## src/logic/cljm_defines.svh

```systemverilog
// constants for the closed loop, index and jog motion core
`ifndef CLJM_DEFINES_SVH
`define CLJM_DEFINES_SVH

// ---------------------------------------------------------------
// timing
// ---------------------------------------------------------------
`define CLJM_CLK_HZ 200000000
`define CLJM_LOOP_MS 1
`define CLJM_SLOW_LOOP_MS 2
`define CLJM_LOOP_CYC (`CLJM_CLK_HZ / 1000 * `CLJM_LOOP_MS)
`define CLJM_SLOW_CYC (`CLJM_CLK_HZ / 1000 * `CLJM_SLOW_LOOP_MS)
`define CLJM_STEP_THRESH 32'd200000000

// ---------------------------------------------------------------
// motion scaling
// ---------------------------------------------------------------
`define CLJM_USTEP_SHIFT 13
`define CLJM_SPC_SHIFT 5
`define CLJM_SCRIPT_WFM 16
`define CLJM_SCRIPT_USTEPS 32'h0002_0000
`define CLJM_DIV_MSB 5'd22
`define CLJM_SCRIPT_RATE 16'h0040
`define CLJM_SPC_FAIL 32'h0000_0001

// ---------------------------------------------------------------
// register byte offsets
// ---------------------------------------------------------------
`define CLJM_A_CMD 8'h00
`define CLJM_A_TARGET 8'h04
`define CLJM_A_POS 8'h08
`define CLJM_A_LOWER 8'h0C
`define CLJM_A_UPPER 8'h10
`define CLJM_A_ENCDIR 8'h14
`define CLJM_A_ACCEL 8'h18
`define CLJM_A_DECEL 8'h1C
`define CLJM_A_SPC 8'h20
`define CLJM_A_SLOW 8'h24
`define CLJM_A_ENCTYPE 8'h28
`define CLJM_A_QOFF 8'h2C
`define CLJM_A_SCRIPT 8'h30
`define CLJM_A_JWFM 8'h34
`define CLJM_A_JMICRO 8'h38
`define CLJM_A_JSPEED 8'h3C
`define CLJM_A_IMODE 8'h40
`define CLJM_A_IPOS 8'h44
`define CLJM_A_STATUS 8'h48
`define CLJM_A_COMBO 8'h4C
`define CLJM_A_LOAD 8'h50

// ---------------------------------------------------------------
// codes and reset values
// ---------------------------------------------------------------
`define CLJM_CMD_ABS 3'h1
`define CLJM_CMD_REL 3'h2
`define CLJM_CMD_CONT 3'h3
`define CLJM_CMD_STOP 3'h4
`define CLJM_CMD_JOG 3'h5
`define CLJM_CMD_IJOG 3'h6
`define CLJM_IDX_OFF 3'h0
`define CLJM_IDX_DONE 3'h1
`define CLJM_IDX_STOP 3'h2
`define CLJM_IDX_RESET 3'h4
`define CLJM_ENC_QUAD 2'h0
`define CLJM_ENC_SLOW 2'h3
`define CLJM_RST_LOWER 32'h8000_0000
`define CLJM_RST_UPPER 32'h7FFF_FFFF
`define CLJM_RST_ACCEL 16'h0010
`define CLJM_RST_DECEL 16'h0010
`define CLJM_RST_SPC 32'h0000_00FA
`define CLJM_RST_JSPEED 32'h0000_0100

`endif

```

## src/logic/cljm_pkg.sv

```systemverilog
// types for the closed loop, index and jog motion core
package cljm_pkg;

	// script sequencer, gray along idle-fwd-rev-calc
	typedef enum logic [1:0] {
		SC_IDLE = 2'b00,
		SC_FWD  = 2'b01,
		SC_REV  = 2'b11,
		SC_CALC = 2'b10
	} cljm_script_e;

	// whole state of the core
	typedef struct packed {
		logic [31:0]  rdata;
		logic [2:0]   sy1;
		logic [2:0]   sy2;
		logic [1:0]   pab;
		logic         pidx;
		logic [31:0]  pos;
		logic [31:0]  target;
		logic         tmode;
		logic         treached;
		logic         tlimit;
		logic [31:0]  lower;
		logic [31:0]  upper;
		logic         encdir;
		logic [15:0]  accel;
		logic [15:0]  decel;
		logic [31:0]  microsteps_per_encoder_count;
		logic [1:0]   slow;
		logic [1:0]   enctype;
		logic [31:0]  qoff;
		logic [31:0]  jwfm;
		logic [31:0]  jmicro;
		logic [31:0]  jspeed;
		logic [2:0]   imode;
		logic         ifound;
		logic [31:0]  ipos;
		logic         ifresh;
		logic [31:0]  rem;
		logic         dir;
		logic [15:0]  rate;
		logic [31:0]  acc;
		logic [31:0]  vel;
		logic [19:0]  tick;
		logic         step;
		logic         run;
		cljm_script_e sc;
		logic [7:0]   scstat;
		logic [31:0]  p0;
		logic [31:0]  dmag;
		logic [31:0]  dr;
		logic [31:0]  dq;
		logic [4:0]   dcnt;
	} cljm_state_s;

endpackage

```

## src/logic/cljm_motion.sv

```systemverilog
// closed loop target, index homing and open loop jog motion core
//
// Decided for this implementation: strobed register access and the placing of the registers.
`timescale 1ns/1ps
`include "cljm_defines.svh"
module cljm_motion #(
	parameter int LOOP_CYCLES = `CLJM_LOOP_CYC,
	parameter int SLOW_CYCLES = `CLJM_SLOW_CYC
) (
	input  wire logic        CLK,
	input  wire logic        RST_B,
	input  wire logic [7:0]  ADDR,
	input  wire logic [31:0] WDATA,
	input  wire logic        WR,
	input  wire logic        RD,
	output logic      [31:0] RDATA,
	input  wire logic        QUAD_A,
	input  wire logic        QUAD_B,
	input  wire logic        QUAD_I,
	input  wire logic [31:0] ENC_WORD,
	input  wire logic        ENC_WORD_VALID,
	input  wire logic [15:0] CAP_NF,
	input  wire logic [14:0] FREQ_HZ,
	input  wire logic        WAVE_RHOMB,
	input  wire logic [7:0]  IO_PINS,
	output logic             MICRO_STEP,
	output logic             MOTOR_DIR,
	output logic             MOTOR_RUN,
	output logic             TARGET_MODE
);

	cljm_pkg::cljm_state_s s;
	cljm_pkg::cljm_state_s n;

	logic [3:0]  qx;
	logic        qup;
	logic        qdn;
	logic        irise;
	logic [19:0] period;
	logic [31:0] err;
	logic [63:0] prod;
	logic [31:0] dem;
	logic [31:0] mag;
	logic [31:0] stp;
	logic [31:0] tot;
	logic [31:0] spd;
	logic [31:0] r2;
	logic [31:0] dd;
	logic [15:0] digits;

	// -----------------------------------------------------------
	// next state
	// -----------------------------------------------------------
	always_comb begin
		n = s;
		qx = {s.pab, s.sy2[2:1]};
		qup = 1'b0;
		qdn = 1'b0;
		irise = s.sy2[0] & ~s.pidx;
		period = (s.enctype == `CLJM_ENC_SLOW) ? SLOW_CYCLES[19:0] : LOOP_CYCLES[19:0];
		err = s.target - s.pos;
		prod = $signed(err) * $signed({32'h0000_0000, s.microsteps_per_encoder_count});
		dem = prod[`CLJM_SPC_SHIFT +: 32];
		mag = dem[31] ? (32'h0000_0000 - dem) : dem;
		stp = 32'h0000_0000;
		tot = {s.jwfm[18:0], 13'h0000} + s.jmicro;
		spd = s.jspeed[31] ? (32'h0000_0000 - s.jspeed) : s.jspeed;
		r2 = {s.dr[30:0], s.dcnt == `CLJM_DIV_MSB};
		dd = s.pos - s.p0;
		digits = {4'h0, 2'b00, s.sc != cljm_pkg::SC_IDLE, s.ifresh,
			1'b0, s.tlimit, s.tmode, s.treached, 2'b00, s.dir, s.run};
		n.step = 1'b0;
		n.rdata = 32'h0000_0000;

		// synchronisers; only the second stage is looked at
		n.sy1 = {QUAD_A, QUAD_B, QUAD_I};
		n.sy2 = s.sy1;
		n.pab = s.sy2[2:1];
		n.pidx = s.sy2[0];

		// quadrature decode, one count per valid edge
		case (qx)
			4'b0001, 4'b0111, 4'b1110, 4'b1000: qup = 1'b1;
			4'b0010, 4'b1011, 4'b1101, 4'b0100: qdn = 1'b1;
			default: ;
		endcase

		// position source follows the encoder type
		if (s.enctype == `CLJM_ENC_QUAD) begin
			if (qup ^ s.encdir && (qup | qdn))
				n.pos = s.pos + 32'h0000_0001;
			else if (qup | qdn)
				n.pos = s.pos - 32'h0000_0001;
		end else if (ENC_WORD_VALID) begin
			n.pos = ENC_WORD;
		end

		// index events
		if (irise)
			n.ipos = s.pos;
		if (s.imode == `CLJM_IDX_RESET && s.sy2 == 3'b111) begin
			n.pos = s.qoff;
			n.imode = `CLJM_IDX_DONE;
			n.ifound = 1'b1;
			n.rem = 32'h0000_0000;
		end
		if (s.imode == `CLJM_IDX_STOP && irise && !s.ifound) begin
			n.ifound = 1'b1;
			n.rem = 32'h0000_0000;
		end

		// loop tick, 1 ms or 2 ms
		n.tick = (s.tick >= period - 20'h00001) ? 20'h00000 : s.tick + 20'h00001;

		// closed loop iteration
		if (s.tmode && s.tick == 20'h00000) begin
			if ($signed(s.pos) < $signed(s.lower) || $signed(s.pos) > $signed(s.upper)) begin
				n.tmode = 1'b0;
				n.tlimit = 1'b1;
				n.rem = 32'h0000_0000;
				n.vel = 32'h0000_0000;
			end else begin
				// speed up by accel, back off by decel near target
				if (mag < s.vel)
					n.vel = (s.vel - mag > {16'h0000, s.decel})
						? s.vel - {16'h0000, s.decel} : mag;
				else
					n.vel = s.vel + {16'h0000, s.accel};
				stp = (mag < n.vel) ? mag : n.vel;
				// slowdown halves the step count of every loop iteration, per direction
				if ((s.slow[0] && !err[31]) || (s.slow[1] && err[31]))
					stp = {1'b0, stp[31:1]};
				n.rem = stp;
				n.dir = err[31];
				n.treached = (err == 32'h0000_0000);
			end
		end

		// microstep generator
		if (s.rem != 32'h0000_0000) begin
			if (s.tmode) begin
				n.step = 1'b1;
				n.rem = n.rem - 32'h0000_0001;
			end else begin
				n.acc = s.acc + {3'b000, s.rate, 13'h0000};
				if (n.acc >= `CLJM_STEP_THRESH) begin
					n.acc = n.acc - `CLJM_STEP_THRESH;
					n.step = 1'b1;
					n.rem = n.rem - 32'h0000_0001;
				end
			end
		end else begin
			n.acc = 32'h0000_0000;
		end
		n.run = (n.rem != 32'h0000_0000);

		// auto configuration script
		case (s.sc)
			cljm_pkg::SC_FWD: begin
				if (s.rem == 32'h0000_0000) begin
					n.dmag = dd;
					n.rem = `CLJM_SCRIPT_USTEPS;
					n.dir = 1'b1;
					n.sc = cljm_pkg::SC_REV;
				end
			end
			cljm_pkg::SC_REV: begin
				if (s.rem == 32'h0000_0000) begin
					if (s.dmag == 32'h0000_0000) begin
						n.scstat = 8'hFF;
						n.microsteps_per_encoder_count = `CLJM_SPC_FAIL;
						n.sc = cljm_pkg::SC_IDLE;
					end else begin
						n.encdir = s.encdir ^ s.dmag[31];
						n.dmag = s.dmag[31] ? 32'h0000_0000 - s.dmag : s.dmag;
						n.dr = 32'h0000_0000;
						n.dq = 32'h0000_0000;
						n.dcnt = `CLJM_DIV_MSB;
						n.sc = cljm_pkg::SC_CALC;
					end
				end
			end
			cljm_pkg::SC_CALC: begin
				// restoring divide of 65536*4*16 by the count change
				if (r2 >= s.dmag) begin
					n.dr = r2 - s.dmag;
					n.dq = {s.dq[30:0], 1'b1};
				end else begin
					n.dr = r2;
					n.dq = {s.dq[30:0], 1'b0};
				end
				n.dcnt = s.dcnt - 5'd1;
				if (s.dcnt == 5'd0) begin
					n.microsteps_per_encoder_count = n.dq;
					n.scstat = 8'h00;
					n.sc = cljm_pkg::SC_IDLE;
				end
			end
			default: ;
		endcase

		// -------------------------------------------------------
		// register writes; software wins over the events above
		// -------------------------------------------------------
		if (WR) begin
			case (ADDR)
				`CLJM_A_CMD: begin
					case (WDATA[2:0])
						`CLJM_CMD_ABS, `CLJM_CMD_REL, `CLJM_CMD_CONT: begin
							n.tmode = 1'b1;
							n.tlimit = 1'b0;
							n.vel = 32'h0000_0000;
							if (WDATA[2:0] == `CLJM_CMD_REL)
								n.target = s.pos + s.target;
							else if (WDATA[2:0] == `CLJM_CMD_CONT)
								n.target = s.target[31] ? s.lower : s.upper;
						end
						`CLJM_CMD_STOP: begin
							n.tmode = 1'b0;
							n.rem = 32'h0000_0000;
						end
						`CLJM_CMD_JOG, `CLJM_CMD_IJOG: begin
							n.tmode = 1'b0;
							if (WDATA[2:0] == `CLJM_CMD_JOG || (!s.ifound
								&& (s.imode == `CLJM_IDX_STOP
								|| s.imode == `CLJM_IDX_RESET))) begin
								n.rem = tot[31] ? 32'h0000_0000 - tot : tot;
								n.dir = tot[31] ^ s.jspeed[31];
								n.rate = spd[15:0];
								n.acc = 32'h0000_0000;
							end
						end
						default: ;
					endcase
				end
				`CLJM_A_TARGET:  n.target = WDATA;
				`CLJM_A_POS: begin
					n.pos = WDATA;
					n.imode = `CLJM_IDX_OFF;
					n.ifound = 1'b0;
					n.qoff = 32'h0000_0000;
				end
				`CLJM_A_LOWER:   n.lower = WDATA;
				`CLJM_A_UPPER:   n.upper = WDATA;
				`CLJM_A_ENCDIR:  n.encdir = WDATA[0];
				`CLJM_A_ACCEL:   n.accel = WDATA[15:0];
				`CLJM_A_DECEL:   n.decel = WDATA[15:0];
				`CLJM_A_SPC:     n.microsteps_per_encoder_count = WDATA;
				`CLJM_A_SLOW:    n.slow = WDATA[1:0];
				`CLJM_A_ENCTYPE: n.enctype = WDATA[1:0];
				`CLJM_A_QOFF: begin
					n.qoff = WDATA;
					// keep the indexed reference, move the position with it
					if (s.imode == `CLJM_IDX_DONE)
						n.pos = n.pos - s.qoff + WDATA;
				end
				`CLJM_A_SCRIPT: begin
					if (WDATA[0] && s.sc == cljm_pkg::SC_IDLE) begin
						n.sc = cljm_pkg::SC_FWD;
						n.scstat = 8'h01;
						n.p0 = s.pos;
						n.tmode = 1'b0;
						n.rem = `CLJM_SCRIPT_USTEPS;
						n.dir = 1'b0;
						n.rate = `CLJM_SCRIPT_RATE;
						n.acc = 32'h0000_0000;
					end
				end
				`CLJM_A_JWFM: begin
					n.jwfm = WDATA;
					n.jmicro = 32'h0000_0000;
				end
				`CLJM_A_JMICRO:  n.jmicro = WDATA;
				`CLJM_A_JSPEED:  n.jspeed = WDATA;
				`CLJM_A_IMODE: begin
					// only the three documented codes are taken
					if (WDATA[2:0] == `CLJM_IDX_OFF || WDATA[2:0] == `CLJM_IDX_STOP
						|| WDATA[2:0] == `CLJM_IDX_RESET) begin
						n.imode = WDATA[2:0];
						n.ifound = 1'b0;
					end
				end
				default: ;
			endcase
		end

		// -------------------------------------------------------
		// register reads, data in the following cycle
		// -------------------------------------------------------
		if (RD) begin
			case (ADDR)
				`CLJM_A_TARGET:  n.rdata = s.target;
				`CLJM_A_POS:     n.rdata = s.pos;
				`CLJM_A_LOWER:   n.rdata = s.lower;
				`CLJM_A_UPPER:   n.rdata = s.upper;
				`CLJM_A_ENCDIR:  n.rdata = {31'h0, s.encdir};
				`CLJM_A_ACCEL:   n.rdata = {16'h0000, s.accel};
				`CLJM_A_DECEL:   n.rdata = {16'h0000, s.decel};
				`CLJM_A_SPC:     n.rdata = s.microsteps_per_encoder_count;
				`CLJM_A_SLOW:    n.rdata = {30'h0, s.slow};
				`CLJM_A_ENCTYPE: n.rdata = {30'h0, s.enctype};
				`CLJM_A_QOFF:    n.rdata = s.qoff;
				`CLJM_A_SCRIPT:  n.rdata = {{24{s.scstat[7]}}, s.scstat};
				`CLJM_A_JWFM:    n.rdata = s.jwfm;
				`CLJM_A_JMICRO:  n.rdata = s.jmicro;
				`CLJM_A_JSPEED:  n.rdata = s.jspeed;
				`CLJM_A_IMODE: begin
					n.rdata = {23'h0, s.ifresh, 5'h00, s.imode};
					n.ifresh = 1'b0;
				end
				`CLJM_A_IPOS:    n.rdata = s.ipos;
				`CLJM_A_STATUS:  n.rdata = {16'h0000, digits};
				`CLJM_A_COMBO:   n.rdata = {8'h00, digits, IO_PINS};
				`CLJM_A_LOAD:    n.rdata = {WAVE_RHOMB, FREQ_HZ, CAP_NF};
				default:         n.rdata = 32'h0000_0000;
			endcase
		end

		// a capture in the clearing cycle survives the read
		if (irise)
			n.ifresh = 1'b1;
	end

	// -----------------------------------------------------------
	// state register
	// -----------------------------------------------------------
	always_ff @(posedge CLK or negedge RST_B) begin
		if (!RST_B) begin
			s <= '0;
			s.lower <= `CLJM_RST_LOWER;
			s.upper <= `CLJM_RST_UPPER;
			s.accel <= `CLJM_RST_ACCEL;
			s.decel <= `CLJM_RST_DECEL;
			s.microsteps_per_encoder_count <= `CLJM_RST_SPC;
			s.jspeed <= `CLJM_RST_JSPEED;
			s.sc <= cljm_pkg::SC_IDLE;
		end else begin
			s <= n;
		end
	end

	// outputs straight from the state flops
	assign RDATA = s.rdata;
	assign MICRO_STEP = s.step;
	assign MOTOR_DIR = s.dir;
	assign MOTOR_RUN = s.run;
	assign TARGET_MODE = s.tmode;

endmodule

```

## config.mk

```make
export PLATFORM = sky130hd
export DESIGN_NAME = cljm_motion
export DESIGN_NICKNAME = d
export VERILOG_FILES = /design/src/logic/cljm_pkg.sv /design/src/logic/cljm_motion.sv
export VERILOG_INCLUDE_DIRS = /design/src /design/src/logic
export SDC_FILE = /design/constraint.sdc
export NUM_CORES = 2
export LEC_CHECK = 0
export BUFFER_PORTS_ARGS = -buffer_cell sky130_fd_sc_hd__buf_2
export CORE_ASPECT_RATIO = 1.4
export CORE_UTILIZATION = 50
export CTS_CLUSTER_DIAMETER = 200
export CTS_CLUSTER_SIZE = 40
export DETAILED_ROUTE_END_ITERATION = 12
export PLACE_DENSITY = 0.77
export SLEW_MARGIN = 20
export SYNTH_ARGS = -nofsm -noshare
export SYNTH_HDL_FRONTEND = slang
export SYNTH_SLANG_ARGS = --single-unit
```

## constraint.sdc

```tcl
create_clock -name CLK -period 22.6 [get_ports CLK]
set_input_delay 4.52 -clock CLK [delete_from_list [all_inputs] [get_ports CLK]]
set_output_delay 4.52 -clock CLK [all_outputs]
set_load 0.03 [all_outputs]
```

==> metrics.cfg <==
[placed_design]
gp_congestion = 1.01
dp_hpwl_um = 223000
dp_cells = 10490
io_buffers = 155

[critical_path]
worstReg2RegStart = s[624]$_DFF_PN0_
cp_max_fo = 34
crit_start = s[624]$_DFF_PN0_
cp-endpoint = MOTOR_RUN$_DFF_PN0_
crit_family = simple AND/OR/NAND/NOR gates
worstReg2RegEnd = MOTOR_RUN$_DFF_PN0_
r2r_cells = 80
critPathLaunchType = flop
critical_path_class = reg -> reg
critical_path.most_common_cell = fa_1
ff2ff_setup_slack_ns = 0.88
path_buf_inv = 12
cp-end-kind = flop
cp.required_ns = 23.14
cp.depth = 80
crit_slowest_cell = nor3_1
max_stage_delay_ns = 0.72
cp.arrival_ns = 22.26

[synth]
synth_nets = 9935
synth_cell_types = 137
ys_seq_elements = 673
ys_warn_count = 0
synth-async-reset-ratio = 1.00
synth-edff-count = 0
yosysMostFrequentCell = nand2_1
syn_area_um2 = 74400
synthTopCellsByArea = dfrtp_1, fa_1, ha_1, nand2_1, inv_1
avgSynthCellArea_um2 = 8.55
synth_top_cell_area_share = 0.213
synth_area_leader_cell = dfrtp_1
syn_inst = 8704
synth_common_cells = nand2_1, inv_1, dfrtp_1
synthFlopType = dfrtp_1
synth-seq-area-share = 0.227

[floorplanning]
die_height_um = 458
die_x_um = 328
rows = 167
fp.coreArea_um2 = 148000
die_area_um2 = 150000
initial_core_util = 0.504
pin_count = 156

[finish]
post_layout_nonfiller_instances = 10544
drive_above_1_share = 0.0933
fin_nets = 9811
areaGrowthSynthToFinish_pct = 5.15

[route]
vias_per_cell = 6.42
drt_iter0_drc = 6835
drtPass1Iterations = 10
route.detailed.drc = 0
wl_per_cell_um = 27.2
drt_wl_total_um = 286000
vias = 67646
ant_nets = 0

[timing]
rsz0062_at_grt = no
maxSlewViolCount = 0
max_slew.worst_pin.slew_ns = 1.33
fin_skew_ns = 0.0447
setup_tns_ns = 0
fin_crit_sh = 0.961
max_freq_mhz = 46.0
setup_viol = 0
slew_headroom = 0.110
fin_crit_ns = 21.72
finalHoldViolations = 0

[global_routing]
overflow = 0
grt_usage = 0.379
first_global_vias = 68916
grt_max_degree = 78
grt_pass1_wl_um = 428000
antenna_found_initial = 34

[cts]
cts_sinks = 673
root_buffer = clkbuf_16
clock_path_buffers = 3
clk_pin_slew_ns = 0.16
clk_latency_ns = 0.68
htreeDepth = 1
cts_tree = yes
numCtsBuffers = 20

[hold_path]
hp-class = reg -> reg

[job]
maxCapViolCount = 0

[outcome]
outcome = complete, no violations

## kinds of logic after synthesis
logic type,share of synthesized area
buffers and inverters,0.0820
xor gates and xnor gates,0.0554
DFF,0.227
AOI/OAI and AO/OA,0.187
and+or+nand+nor,0.168
adders and majority gates,0.248
muxes,0.0322
## final cells by class
class | instances | area, µm²
fillers | 13477 | 69500
inverters | 989 | 3710
repair buffers | 391 | 2580
clock inverters | 1 | 8.76
multi-input cells | 6505 | 52000
flip-flops and latches | 673 | 16900
well taps | 1943 | 2430
clock buffers | 35 | 578
diodes | 7 | 17.5
## layer usage
layer	GRT usage	up-vias	share of wire	wire, µm
li1	-	29331	-	-
met1	0.425	33292	0.34	98300
met2	0.617	3774	0.47	133000
met3	0.0701	1227	0.085	24400
met4	0.331	22	0.11	30300
met5	0	-	0.00048	138
## layout by cell type, fill, tap and decap left out, drive strengths merged, types with 134 or more instances in the layout
master / instances
a21oi: 478
a22o: 147
and2: 283
buf: 390
dfrtp: 632
fa: 591
ha: 520
inv: 990
mux2: 168
nand2: 1044
nand3: 134
nor2: 550
nor3: 143
o21ai: 479
xnor2: 272
xor2: 144
## metrics by stage
stage           util  hold WS (ns)  instance area (µm²)  setup WS (ns)
2_1_floorplan      -         0.331                74400           2.08
3_3_place_gp   0.523         0.340                77200          0.565
3_5_place_dp   0.523         0.342                77300          0.136
4_1_cts        0.527         0.375                77800       0.000476
5_1_grt        0.529         0.377                78200         0.0112
6_report       0.529         0.375                78200          0.876
## timing repair
action	CTS	global route
hold buffers	0	0
endpoints found under the setup margin	0	29
buffers inserted	0	7
gates resized for setup	0	37
## flip-flops by register name (all words and copies together) (netlist names), 2 cells and up
name and count:
r2 31, n 6, digits 3, RDATA 32, qx 2, s 595
## worst min-delay path by stage
stage          cells after the start               end              from
6_report                           0  n[645]$_DFF_PN0_  n[648]$_DFF_PN0_
2_1_floorplan                      0  n[643]$_DFF_PN0_  n[646]$_DFF_PN0_
5_1_grt                            0  n[643]$_DFF_PN0_  n[646]$_DFF_PN0_
4_1_cts                            0  n[645]$_DFF_PN0_  n[648]$_DFF_PN0_
3_5_place_dp                       0  n[645]$_DFF_PN0_  n[648]$_DFF_PN0_
3_3_place_gp                       0  n[645]$_DFF_PN0_  n[648]$_DFF_PN0_
## worst register-to-register path: cells and delay by family, from the launching register on
kind | cells | cell delay (ns)
compound gates | 17 | 4.39
xor+xnor | 13 | 3.27
fa+ha+maj | 13 | 5.44
buf+inv | 12 | 2.28
flops | 1 | 0.38
mux | 1 | 0.26
simple gates | 24 | 5.56
Power is not shown: default switching activity piles up to over one toggle a cycle in this logic, so the estimate is an artifact.
